### config.mk
export PLATFORM = sky130hd
export DESIGN_NAME = flash_cmd_fault_control
export DESIGN_NICKNAME = d
export VERILOG_FILES = /design/src/inc/flash_cmd_fault_control_pkg.sv /design/src/hdl/flash_cmd_fault_control.sv
export VERILOG_INCLUDE_DIRS = /design/src /design/src/inc
export SDC_FILE = /design/constraint.sdc
export NUM_CORES = 1
export LEC_CHECK = 0
export BUFFER_PORTS_ARGS = -buffer_cell sky130_fd_sc_hd__buf_4
export CORE_ASPECT_RATIO = 1.75
export CORE_MARGIN = 2
export CORE_UTILIZATION = 30
export DETAILED_ROUTE_END_ITERATION = 10
export SKIP_LAST_GASP = 1
export SLEW_MARGIN = 20
export SYNTH_ARGS = -nofsm -noshare
export SYNTH_HDL_FRONTEND = slang
export SYNTH_SLANG_ARGS = --single-unit
### constraint.sdc
create_clock -name core_clk -period 11.55 [get_ports core_clk]
set_input_delay 0.5775 -clock core_clk [delete_from_list [all_inputs] [get_ports core_clk]]
set_output_delay 0.5775 -clock core_clk [all_outputs]
set_load 0.02 [all_outputs]
### src/inc/flash_cmd_fault_control_params.svh
`ifndef FLASH_CMD_FAULT_CONTROL_PARAMS_SVH
`define FLASH_CMD_FAULT_CONTROL_PARAMS_SVH

// register indices, byte address is four times the index
`define IDX_CLOCK_DIVIDER 5'h00
`define IDX_SECURITY 5'h01
`define IDX_SLOT_INDEX 5'h02
`define IDX_CONFIG 5'h04
`define IDX_ERR_ENABLE 5'h05
`define IDX_STATUS 5'h06
`define IDX_ERR_STATUS 5'h07
`define IDX_PARAM_HI 5'h0a
`define IDX_PARAM_LO 5'h0b
`define IDX_FACTORY_A 5'h0c
`define IDX_FACTORY_B 5'h0d
`define IDX_OPTION 5'h10

// controller_config_reg fields
`define CFG_CMD_DONE_IE 7
`define CFG_IGNORE_SF 4
`define CFG_FORCE_DF 1
`define CFG_FORCE_SF 0
// error enable / error status fields
`define ERR_DF 1
`define ERR_SF 0
// command_status_reg fields
`define ST_CMD_DONE 7
`define ST_ACC_ERR 5
`define ST_PROT_VIOL 4
`define ST_BUSY 3
`define ST_VERIFY1 1
`define ST_VERIFY0 0

// command codes and slot indices
`define CMD_SECTION_VERIFY 8'h03
`define CMD_READ_ONCE 8'h04
`define SLOT_VERIFY_LAUNCH 3'h2
`define SLOT_ONCE_LAUNCH 3'h1
`define ONCE_LAST_PHRASE 16'h0007

// program flash window: global address 0x3_c000 to 0x3_ffff
`define PFLASH_TOP_BITS 4'hf
`define PFLASH_PHRASES 12'h800
// phrase holding the option byte and security byte
`define CONFIG_PHRASE_ADDR 18'h3ff08

`define RESET_BYTE 8'h00
`define AXI_OKAY 2'h0
`define AXI_SLVERR 2'h2

`endif

### src/inc/flash_cmd_fault_control_pkg.sv
package flash_cmd_fault_control_pkg;

  typedef enum logic [1:0] {
    SEQ_INIT,
    SEQ_IDLE,
    SEQ_VERIFY,
    SEQ_ONCE
  } seq_state_type;

endpackage : flash_cmd_fault_control_pkg

### src/hdl/flash_cmd_fault_control.sv
`timescale 1ns/10ps
`include "flash_cmd_fault_control_params.svh"
// Contract
// - command done interrupt follows its enable
// - ignore bit suppresses single fault reporting
// - force double makes every read flag double
// - force single makes every read flag single unless ignore is set
// - without force, flags follow real faults
// - force bits clear only by software
// - double fault interrupt gated by enable
// - single fault interrupt gated by enable
// - status bit access classes, others zero
// - status reset may show init double fault
// - section verify checks blank, sets done
// - section verify needs slot index two
// - bad address, alignment, boundary, mode: error
// - verify results track errors and blank fails
// - read once returns four words, phrase 0-7
// - security register loaded at reset, read-only
// - option register shows eight nonvolatile bits
// - factory test registers read zero
// - writes ignored while command executes
module flash_cmd_fault_control (
  input wire logic core_clk,
  input wire logic rst,
  input wire logic [6:0] s_axi_awaddr,
  input wire logic s_axi_awvalid,
  output logic s_axi_awready,
  input wire logic [31:0] s_axi_wdata,
  input wire logic [3:0] s_axi_wstrb,
  input wire logic s_axi_wvalid,
  output logic s_axi_wready,
  output logic [1:0] s_axi_bresp,
  output logic s_axi_bvalid,
  input wire logic s_axi_bready,
  input wire logic [6:0] s_axi_araddr,
  input wire logic s_axi_arvalid,
  output logic s_axi_arready,
  output logic [31:0] s_axi_rdata,
  output logic [1:0] s_axi_rresp,
  output logic s_axi_rvalid,
  input wire logic s_axi_rready,
  input wire logic secureMode,
  input wire logic specialMode,
  output logic arrayReq,
  output logic [17:0] arrayAddr,
  output logic arrayInfo,
  input wire logic arrayAck,
  input wire logic [63:0] arrayData,
  input wire logic arraySingleFault,
  input wire logic arrayDoubleFault,
  output logic cmdDoneIrq,
  output logic doubleFaultIrq,
  output logic singleFaultIrq
);

  flash_cmd_fault_control_pkg::seq_state_type state_q;
  logic [5:0] clockDivider_q;
  logic [7:0] security_q;
  logic [7:0] userOption_q;
  logic [2:0] slotIndex_q;
  logic cmdDoneIe_q;
  logic ignoreSf_q;
  logic forceDf_q;
  logic forceSf_q;
  logic dfIe_q;
  logic sfIe_q;
  logic cmdDone_q;
  logic access_error_flag_q;
  logic protViol_q;
  logic [1:0] verify_q;
  logic dfFlag_q;
  logic sfFlag_q;
  logic [15:0] params_q [0:5];
  logic [15:0] remaining_q;
  logic [17:0] nextAddr_q;

  // write channel capture; address and data may arrive in any order
  logic awHeld_q;
  logic wHeld_q;
  logic [4:0] wIdx_q;
  logic [31:0] wData_q;
  logic [3:0] wStrb_q;
  logic doWrite;
  logic wLane0;
  logic canWrite;
  logic launch;
  logic [7:0] wByte;

  assign doWrite = awHeld_q && wHeld_q && !s_axi_bvalid;
  assign wLane0 = doWrite && wStrb_q[0];
  assign wByte = wData_q[7:0];
  assign canWrite = wLane0 && (state_q != flash_cmd_fault_control_pkg::SEQ_VERIFY)
    && (state_q != flash_cmd_fault_control_pkg::SEQ_ONCE);

  always_ff @(posedge core_clk or posedge rst)
  begin
    if (rst)
    begin
      awHeld_q <= 1'b0;
      wHeld_q <= 1'b0;
      wIdx_q <= 5'h00;
      wData_q <= 32'h0000_0000;
      wStrb_q <= 4'h0;
      s_axi_awready <= 1'b0;
      s_axi_wready <= 1'b0;
      s_axi_bvalid <= 1'b0;
      s_axi_bresp <= `AXI_OKAY;
    end
    else
    begin
      s_axi_awready <= !awHeld_q && !(s_axi_awvalid && s_axi_awready);
      s_axi_wready <= !wHeld_q && !(s_axi_wvalid && s_axi_wready);
      if (s_axi_awvalid && s_axi_awready)
      begin
        awHeld_q <= 1'b1;
        wIdx_q <= s_axi_awaddr[6:2];
      end
      if (s_axi_wvalid && s_axi_wready)
      begin
        wHeld_q <= 1'b1;
        wData_q <= s_axi_wdata;
        wStrb_q <= s_axi_wstrb;
      end
      if (doWrite)
      begin
        s_axi_bvalid <= 1'b1;
        s_axi_bresp <= mapped(wIdx_q) ? `AXI_OKAY : `AXI_SLVERR;
      end
      else if (s_axi_bvalid && s_axi_bready)
      begin
        s_axi_bvalid <= 1'b0;
        awHeld_q <= 1'b0;
        wHeld_q <= 1'b0;
      end
    end
  end

  function automatic logic mapped(input logic [4:0] idx);
    case (idx)
      `IDX_CLOCK_DIVIDER, `IDX_SECURITY, `IDX_SLOT_INDEX, `IDX_CONFIG,
      `IDX_ERR_ENABLE, `IDX_STATUS, `IDX_ERR_STATUS, `IDX_PARAM_HI,
      `IDX_PARAM_LO, `IDX_FACTORY_A, `IDX_FACTORY_B, `IDX_OPTION: mapped = 1'b1;
      default: mapped = 1'b0;
    endcase
  endfunction : mapped

  // read channel
  logic [7:0] rByte;

  always_comb
  begin
    rByte = 8'h00;
    case (s_axi_araddr[6:2])
      `IDX_CLOCK_DIVIDER: rByte = {2'b00, clockDivider_q};
      `IDX_SECURITY: rByte = security_q;
      `IDX_SLOT_INDEX: rByte = {5'h00, slotIndex_q};
      `IDX_CONFIG: rByte = {cmdDoneIe_q, 2'b00, ignoreSf_q, 2'b00, forceDf_q, forceSf_q};
      `IDX_ERR_ENABLE: rByte = {6'h00, dfIe_q, sfIe_q};
      `IDX_STATUS: rByte = {cmdDone_q, 1'b0, access_error_flag_q, protViol_q,
        state_q == flash_cmd_fault_control_pkg::SEQ_VERIFY
        || state_q == flash_cmd_fault_control_pkg::SEQ_ONCE,
        1'b0, verify_q};
      `IDX_ERR_STATUS: rByte = {6'h00, dfFlag_q, sfFlag_q};
      `IDX_PARAM_HI: rByte = (slotIndex_q <= 3'h5) ? params_q[slotIndex_q][15:8] : 8'h00;
      `IDX_PARAM_LO: rByte = (slotIndex_q <= 3'h5) ? params_q[slotIndex_q][7:0] : 8'h00;
      `IDX_FACTORY_A, `IDX_FACTORY_B: rByte = 8'h00;
      `IDX_OPTION: rByte = userOption_q;
      default: rByte = 8'h00;
    endcase
  end

  always_ff @(posedge core_clk or posedge rst)
  begin
    if (rst)
    begin
      s_axi_arready <= 1'b0;
      s_axi_rvalid <= 1'b0;
      s_axi_rdata <= 32'h0000_0000;
      s_axi_rresp <= `AXI_OKAY;
    end
    else
    begin
      s_axi_arready <= !s_axi_rvalid && !(s_axi_arvalid && s_axi_arready);
      if (s_axi_arvalid && s_axi_arready)
      begin
        s_axi_rvalid <= 1'b1;
        s_axi_rdata <= {24'h00_0000, rByte};
        s_axi_rresp <= mapped(s_axi_araddr[6:2]) ? `AXI_OKAY : `AXI_SLVERR;
      end
      else if (s_axi_rvalid && s_axi_rready)
      begin
        s_axi_rvalid <= 1'b0;
      end
    end
  end

  // launch checks
  logic cmdAllowed;
  logic verifyBad;
  logic onceBad;
  logic [11:0] firstPhrase;
  logic [12:0] endPhrase;

  assign launch = canWrite && wIdx_q == `IDX_STATUS && wByte[`ST_CMD_DONE]
    && cmdDone_q && state_q == flash_cmd_fault_control_pkg::SEQ_IDLE;
  // only the secured special mode locks these two commands out
  assign cmdAllowed = !(secureMode && specialMode);
  assign firstPhrase = {params_q[1][13:3], 1'b0} >> 1;
  assign endPhrase = {1'b0, firstPhrase} + params_q[2][12:0];
  assign verifyBad = slotIndex_q != `SLOT_VERIFY_LAUNCH
    || !cmdAllowed
    || {params_q[0][1:0], params_q[1][15:14]} != `PFLASH_TOP_BITS
    || params_q[1][2:0] != 3'h0
    || params_q[2][15:12] != 4'h0
    || endPhrase > {1'b0, `PFLASH_PHRASES};
  assign onceBad = slotIndex_q != `SLOT_ONCE_LAUNCH || !cmdAllowed
    || params_q[1] > `ONCE_LAST_PHRASE;

  // fault detection on every array read
  logic dfSet;
  logic sfSet;

  assign dfSet = arrayAck && (forceDf_q || arrayDoubleFault);
  assign sfSet = arrayAck && !ignoreSf_q && (forceSf_q || arraySingleFault);

  always_ff @(posedge core_clk or posedge rst)
  begin
    if (rst)
    begin
      dfFlag_q <= 1'b0;
      sfFlag_q <= 1'b0;
    end
    else
    begin
      // a new fault wins over a clear in the same cycle
      dfFlag_q <= dfSet || (dfFlag_q
        && !(canWrite && wIdx_q == `IDX_ERR_STATUS && wByte[`ERR_DF]));
      sfFlag_q <= sfSet || (sfFlag_q
        && !(canWrite && wIdx_q == `IDX_ERR_STATUS && wByte[`ERR_SF]));
    end
  end

  // software configuration
  always_ff @(posedge core_clk or posedge rst)
  begin
    if (rst)
    begin
      clockDivider_q <= 6'h00;
      slotIndex_q <= 3'h0;
      cmdDoneIe_q <= 1'b0;
      ignoreSf_q <= 1'b0;
      forceDf_q <= 1'b0;
      forceSf_q <= 1'b0;
      dfIe_q <= 1'b0;
      sfIe_q <= 1'b0;
    end
    else if (canWrite)
    begin
      case (wIdx_q)
        `IDX_CLOCK_DIVIDER: clockDivider_q <= wByte[5:0];
        `IDX_SLOT_INDEX: slotIndex_q <= wByte[2:0];
        `IDX_CONFIG:
        begin
          cmdDoneIe_q <= wByte[`CFG_CMD_DONE_IE];
          ignoreSf_q <= wByte[`CFG_IGNORE_SF];
          forceDf_q <= wByte[`CFG_FORCE_DF];
          forceSf_q <= wByte[`CFG_FORCE_SF];
        end
        `IDX_ERR_ENABLE:
        begin
          dfIe_q <= wByte[`ERR_DF];
          sfIe_q <= wByte[`ERR_SF];
        end
        default: ;
      endcase
    end
  end

  // parameter words; read once results land in slots 2 to 5
  genvar g;
  generate
    for (g = 0; g < 6; g = g + 1)
    begin : gSlot
      always_ff @(posedge core_clk or posedge rst)
      begin
        if (rst)
        begin
          params_q[g] <= 16'h0000;
        end
        else if (state_q == flash_cmd_fault_control_pkg::SEQ_ONCE && arrayAck && g >= 2)
        begin
          // modulo keeps the select in range for slots 2 to 5; slots 0 and 1 never load
          params_q[g] <= arrayData[63 - 16 * ((g + 2) % 4) -: 16];
        end
        else if (canWrite && slotIndex_q == 3'(g) && wIdx_q == `IDX_PARAM_HI)
        begin
          params_q[g][15:8] <= wByte;
        end
        else if (canWrite && slotIndex_q == 3'(g) && wIdx_q == `IDX_PARAM_LO)
        begin
          params_q[g][7:0] <= wByte;
        end
      end
    end
  endgenerate

  // command sequencer and status
  always_ff @(posedge core_clk or posedge rst)
  begin
    if (rst)
    begin
      state_q <= flash_cmd_fault_control_pkg::SEQ_INIT;
      cmdDone_q <= 1'b0;
      access_error_flag_q <= 1'b0;
      protViol_q <= 1'b0;
      verify_q <= 2'b00;
      security_q <= `RESET_BYTE;
      userOption_q <= `RESET_BYTE;
      remaining_q <= 16'h0000;
      nextAddr_q <= 18'h00000;
      arrayReq <= 1'b0;
      arrayAddr <= 18'h00000;
      arrayInfo <= 1'b0;
    end
    else
    begin
      if (canWrite && wIdx_q == `IDX_STATUS)
      begin
        if (wByte[`ST_ACC_ERR])
          access_error_flag_q <= 1'b0;
        if (wByte[`ST_PROT_VIOL])
          protViol_q <= 1'b0;
      end
      case (state_q)
        flash_cmd_fault_control_pkg::SEQ_INIT:
        begin
          arrayReq <= !arrayAck;
          arrayAddr <= `CONFIG_PHRASE_ADDR;
          arrayInfo <= 1'b0;
          if (arrayAck)
          begin
            security_q <= arrayData[7:0];
            userOption_q <= arrayData[15:8];
            verify_q <= {1'b0, arrayDoubleFault};
            cmdDone_q <= 1'b1;
            state_q <= flash_cmd_fault_control_pkg::SEQ_IDLE;
          end
        end
        flash_cmd_fault_control_pkg::SEQ_IDLE:
        begin
          if (launch)
          begin
            verify_q <= 2'b00;
            if (params_q[0][15:8] == `CMD_SECTION_VERIFY && verifyBad)
              access_error_flag_q <= 1'b1;
            else if (params_q[0][15:8] == `CMD_SECTION_VERIFY)
            begin
              cmdDone_q <= 1'b0;
              remaining_q <= params_q[2];
              nextAddr_q <= {params_q[0][1:0], params_q[1]};
              state_q <= flash_cmd_fault_control_pkg::SEQ_VERIFY;
            end
            else if (params_q[0][15:8] == `CMD_READ_ONCE && !onceBad)
            begin
              cmdDone_q <= 1'b0;
              arrayReq <= 1'b1;
              arrayInfo <= 1'b1;
              arrayAddr <= {params_q[1][14:0], 3'h0};
              state_q <= flash_cmd_fault_control_pkg::SEQ_ONCE;
            end
            else
              access_error_flag_q <= 1'b1;
          end
        end
        flash_cmd_fault_control_pkg::SEQ_VERIFY:
        begin
          arrayInfo <= 1'b0;
          if (arrayAck)
          begin
            arrayReq <= 1'b0;
            remaining_q <= remaining_q - 16'h0001;
            nextAddr_q <= nextAddr_q + 18'h00008;
            if (arrayDoubleFault || arrayData != 64'hffff_ffff_ffff_ffff)
              verify_q <= 2'b11;
            else if (arraySingleFault)
              verify_q[1] <= 1'b1;
          end
          else if (remaining_q == 16'h0000)
          begin
            cmdDone_q <= 1'b1;
            state_q <= flash_cmd_fault_control_pkg::SEQ_IDLE;
          end
          else
          begin
            arrayReq <= 1'b1;
            arrayAddr <= nextAddr_q;
          end
        end
        flash_cmd_fault_control_pkg::SEQ_ONCE:
        begin
          if (arrayAck)
          begin
            arrayReq <= 1'b0;
            arrayInfo <= 1'b0;
            if (arrayDoubleFault)
              verify_q <= 2'b11;
            else if (arraySingleFault)
              verify_q[1] <= 1'b1;
            cmdDone_q <= 1'b1;
            state_q <= flash_cmd_fault_control_pkg::SEQ_IDLE;
          end
        end
        default: state_q <= flash_cmd_fault_control_pkg::SEQ_IDLE;
      endcase
    end
  end

  // interrupt levels
  always_ff @(posedge core_clk or posedge rst)
  begin
    if (rst)
    begin
      cmdDoneIrq <= 1'b0;
      doubleFaultIrq <= 1'b0;
      singleFaultIrq <= 1'b0;
    end
    else
    begin
      cmdDoneIrq <= cmdDoneIe_q && cmdDone_q;
      doubleFaultIrq <= dfIe_q && dfFlag_q;
      singleFaultIrq <= sfIe_q && sfFlag_q;
    end
  end

endmodule : flash_cmd_fault_control

Yosys cells after proc, flatten, opt, wreduce, memory -nomap -nowiden
Memory sizes are Yosys's and may differ from the RTL's.
Cells that the tools add are included.
Cells by class
  add/subtract/negate cells: 3
  bitwise operators: 3
  magnitude comparators: 4
  muxes and demuxes: 95
  equal/unequal tests: 52
  reduce and logical (&&, ||, !) cells: 114
Operators by type and width (count)
  $mux 18: 10
  $mux 16: 10
  $mux 8: 14
  $pmux 8 s10: 1
  $ne 64x64->1 const B: 1
  $pmux 18 s3: 1
  $logic_and 1x1->1: 50
  $bmux 16 s3: 1
  $eq 5x3->1 const B: 8
  $mux 1: 38
  $pmux 18 s2: 1
  $pmux 16 s2: 1
  $ne 2x2->1 const B: 15
  $mux 2: 13
  $reduce_and 2->1: 11
  $reduce_bool 2->1: 11
  $eq 5x4->1 const B: 4
  $add 18x4->18 const B: 1
  $reduce_and 6->1: 3
  $gt 16x3->1 const B: 1
  $logic_not 16->1: 1
  $sub 16x1->16 const B: 1
  $add 11x13->13: 1
  $gt 13x12->1 const B: 1
  34 further kinds: 72
Word-level totals
  output and inout port bits: 64
  ROM bits: 64
  bits in registers: 225
  logic and storage cells: 323
  memories: 2
  bits of input ports: 126
Memory list
  (name not given): words 32, bits a word 1, read ports 1, clocked after Yosys merged registers in 0, wr ports 0, RTL line flash_cmd_fault_control.sv:140  | case (idx)
  (name not given): words 32, bits a word 1, read ports 1, clocked after Yosys merged registers in 0, wr ports 0, RTL line flash_cmd_fault_control.sv:140

Longest topological paths before layout
  depth in word-level cells: 12
  mapped depth: 12
  mapped depth without buffers: 10

Worst setup path before layout
OpenSTA, ideal clock, no wires.
  kind: register -> register
  start point: register params_q, in the netlist firstPhrase[0]
  end point: register nextAddr_q[3]
  setup time: 125 ps
  slack: 8289 ps
  clock period less this slack: 3261 ps
  arrival time: 3136 ps
  stages on the path, launching flop included: 11
  cell sequence: dfrtp_1 ha_1 fa_1 a21o_1 a221oi_2 o21a_1 o211ai_1 or3b_4 o221a_4 nor2_8 mux2_2
Between the ends
  word-level cells in the longest chain between the ends: 6
  elaborated cells between the ends (all ways): 10
  those cells by class: add/sub (1); order compare (1); eq/ne (1); mux (4); reduce/logical (3)
Ends and longest elaborated chain
  start, declared: RTL line flash_cmd_fault_control.sv:74  | logic [15:0] params_q [0:5];
  start signal, assigned by index: RTL line flash_cmd_fault_control.sv:294  | params_q[g] <= arrayData[63 - 16 * ((g + 2) % 4) -: 16];
  start signal, assigned by index: RTL line flash_cmd_fault_control.sv:298  | params_q[g][15:8] <= wByte;
  start signal, assigned by index: RTL line flash_cmd_fault_control.sv:302  | params_q[g][7:0] <= wByte;
  $add 11x13->13: RTL line flash_cmd_fault_control.sv:210  | assign endPhrase = {1'b0, firstPhrase} + params_q[2][12:0];
  $gt 13x12->1: RTL line flash_cmd_fault_control.sv:216  | || endPhrase > {1'b0, `PFLASH_PHRASES};
  $logic_or 1x1->1: RTL line flash_cmd_fault_control.sv:211  | assign verifyBad = slotIndex_q != `SLOT_VERIFY_LAUNCH
  $logic_and 1x1->1: RTL line flash_cmd_fault_control.sv:355  | if (params_q[0][15:8] == `CMD_SECTION_VERIFY && verifyBad)
  $ne 2x2->1 (no source line)
  $reduce_and 5->1 (no source line)
  end signal, assigned: RTL line flash_cmd_fault_control.sv:361  | nextAddr_q <= {params_q[0][1:0], params_q[1]};
  end signal, assigned: RTL line flash_cmd_fault_control.sv:383  | nextAddr_q <= nextAddr_q + 18'h00008;
  end, declared: RTL line flash_cmd_fault_control.sv:76  | logic [17:0] nextAddr_q;
Parallel ways exist; a longest one is shown, timed or not. The select of a mux whose other input is x is not followed.
A chain may end at the register's enable or synchronous reset.

Worst setup path in the final report
  start point: register params_q, in the netlist firstPhrase[0]
  end point: register nextAddr_q[11]
Between the ends
  word-level cells in the longest chain between the ends: 6
Ends and longest elaborated chain (RTL line)
  $add 11x13->13: flash_cmd_fault_control.sv:210
  $gt 13x12->1: flash_cmd_fault_control.sv:216
  $logic_or 1x1->1: flash_cmd_fault_control.sv:211
  $logic_and 1x1->1: flash_cmd_fault_control.sv:355
  $ne 2x2->1 (no source line)
  $reduce_and 5->1 (no source line)
No other way between the ends.

==> flow_summary.toml <==
[timing]
rsz0062_at_grt = "no"
period_minus_slack_ps = 4320
max_freq_mhz = 232
finalHoldViolations = 0
worst_slew_pin_slew_ps = 1090
slew_viol_final = 0
layout_setup_ws_ps = 7230
max-slew-margin-rel_pct = 26.9
min_period_over_period_pct = 37.4
setup_viol = 0
tns_ps = 0
clock_skew_ps = 16.1

[setup_path]
slowest_delay_ps = 590
critical_path_class = "register to register"
cp_top_family = "compound AO/OA/AOI/OAI gates"
critical_path_arrival_ps = 4730
crit_path_top_delay_cell = "a21oi_2"
ff2ff_path_depth = 11
worstPathCellList = "ha_1 > fa_1 > a21o_1 > a221o_1 > mux2_4 > a2111oi_4 > nand4_1 > a21oi_2 > buf_4 > o22ai_1 > a221o_1"
path_common_cell = "a221o_1"
cp_max_fo = 11
worstPathRequired_ps = 11960
crit_path_end_kind = "register"
timing.reg2reg.setup_slack_ps = 7230
crit_buf_inv = 1
reg2reg_to = "nextAddr_q[11]"
rr_startpoint = "firstPhrase[0]"
start_kind = "register"

[finish]
final_cell_mix = "222 x dfrtp_1, 145 x nand2_1, 142 x buf_4"
stdcell_area_sq_um = 14700
drive_gt1_share_pct = 23.1
syn2layout_area_growth_pct = 16.3
insertedDiodeCount = 0
multi_input_area_sq_um = 6530
register_area_sq_um = 5580
final_net_count = 1487
mostFrequentLayoutCell = "dfrtp_1"
nFillCells = 4272

[floorplanning]
die_area_sq_um = 43900
initial_core_util_pct = 30.4
ioPinCount = 190
coreArea_sq_um = 41600
fp.dieW_um = 159
rows = 99
die_h_um = 276

[hold_path]
min_path_type = "input port to async pin"

[power]
ir_drop_v = 0.000121
fin_total_pwr_uw = 3050
leakagePower_uw = 0.00641
powerDensity_nw_per_um2 = 207

[grt]
grtUsageMet1_pct = 20.2
antenna_found_initial = 0
grt.met3_usage_pct = 1.46
grt_first_pass_wirelength_um = 65700
busiest_layer = "met2"
grt_start_max_net_pins = 107
grt_usage_pct = 19.5
gr-usage-met2_pct = 37.7
grt_pass1_vias = 10600
grt-ovfl-total = 0

[route]
dr.pass1.iters = 5
drt-initial-drc-count = 813
drc = 0
ant_nets = 0
wl_um = 43300
route.vias.total = 10600
viasPerCell = 5.55
wl_per_cell_um = 22.7

[clock_tree]
clockBufferDepth = 3
htreeDepth = 1
root_buffer = "clkbuf_16"
clock-sinks = 223
clk_pin_slew_worst_paths_ps = 70
clock_latency_ps = 530
post_cts_buffers = 0
tritoncts = "built"
ctsResizeCount = 0
cts_buffers = 22
postCtsHoldBufs = 0

[placed_design]
gp_congestion = 0.905
io_buffers = 132
dpl-instance-area_sq_um = 14000
place_ws_ps = 7260
dp_hpwl_um = 32100

[synth]
synth_top_cell_area_share_pct = 44.1
synth-edff-count = 0
synth_top_cell_by_area = "dfrtp_1"
ys_warn_count = 0
syn_area_per_cell_sq_um = 10.1
ys_types = 85
synthTopCellsByArea = "dfrtp_1 44%, mux2_2 7.3%, mux2i_1 7.0%"
synth_area_sq_um = 12700
syn_inst = 1249
ys_seq_area_share_pct = 44.1
ys_ff_latch = 223
synth-main-ff-cell = "dfrtp_1"
synthArstFlopShare_pct = 100

[outcome]
status = "finished, final reports clean"

[job]
drv_cap = 0
power by group:
group	internal (uW)	switching [uW]	total [uW]
Combinational	428	570	998
Sequential	999	337	1340
Clock	402	312	714
Total	1830	1220	3050
layer usage:
layer / part of all wire [%] / vias to the layer above / wire (um)
met4: 6.8 / 0 / 2950
met5: 0 / - / 0
met1: 35 / 5288 / 15000
met3: 3.9 / 135 / 1670
li1: - / 4753 / -
met2: 55 / 418 / 23700
worst max-delay path by stage:
stage	startpoint	to	slack [ps]	cells after the start
2_1_floorplan	rst	access_error_flag_q	4870	1
3_3_place_gp	firstPhrase[0]	nextAddr_q[11]	7260	11
3_5_place_dp	firstPhrase[0]	nextAddr_q[11]	7260	11
4_1_cts	firstPhrase[0]	nextAddr_q[11]	7250	11
5_1_grt	firstPhrase[0]	nextAddr_q[11]	7020	11
6_report	firstPhrase[0]	nextAddr_q[11]	7230	11
worst reg2reg max path, stage by stage, from the launching register on:
cell and delay (ps):
dfrtp_1 520, ha_1 290, fa_1 450, a21o_1 250
a221o_1 350, mux2_4 330, a2111oi_4 290, nand4_1 330
a21oi_2 590, buf_4 300, o22ai_1 110, a221o_1 370
final cells by class:
cell class                      instances  area share, %
Clock inverter                          5          0.340
Inverter                               37          0.995
Tap cell                              555           4.72
Multi-Input combinational cell        915           44.4
Timing Repair Buffer                  143           7.32
Clock buffer                           30           4.29
Sequential cell                       223           37.9
metrics by stage:
stage	utilization [%]	hold slack (ps)	std cells
after detailed placement	33.7	447	1873
final	35.3	146	1908
after global placement	33.7	440	1873
after global routing	35.3	207	1908
after CTS	35.3	189	1908
after floorplan	-	447	1274
cell usage after synthesis, types with 4 or more instances:
cell / number
dfrtp_1: 223
nand2_1: 145
o21ai_0: 93
mux2i_1: 89
mux2_2: 82
clkbuf_1: 60
nor2_1: 53
a21oi_1: 46
inv_1: 37
nand4_1: 35
a22oi_1: 28
o22ai_1: 27
buf_4: 26
a21o_1: 23
nor4_1: 20
ha_1: 18
nand3_1: 18
nor3_1: 18
mux4_2: 16
a211oi_1: 12
nand2b_1: 11
a31oi_1: 9
nor2b_1: 8
o221a_2: 8
o21ai_1: 7
and2_1: 6
and3_1: 6
buf_1: 6
or3_1: 6
nor3b_1: 5
o211ai_1: 5
or2_2: 5
a221o_1: 4
buf_6: 4
nor2_2: 4
nor4b_1: 4
o21a_1: 4
or4_1: 4
xnor2_1: 4
sequential cells by signal (all words and copies together), names as in the netlist, 2 cells and up:
signal          cells
nextAddr_q         18
slotIndex_q         3
userOption_q        8
firstPhrase        11
security_q          8
verify_q            2
params_q           85
remaining_q        16
s_axi_rdata         8
wData_q             8
state_q             2
arrayAddr          18
wIdx_q              5
clockDivider_q      6
logic make-up after synthesis:
family,share of synthesized area [%]
flops,44.1
fa+ha+maj,1.94
mux,17.3
buf+inv,5.07
compound gates,16.2
other cells,0.0296
xor+xnor,0.613
simple gates,14.7
(Power assumes the default switching activity.)
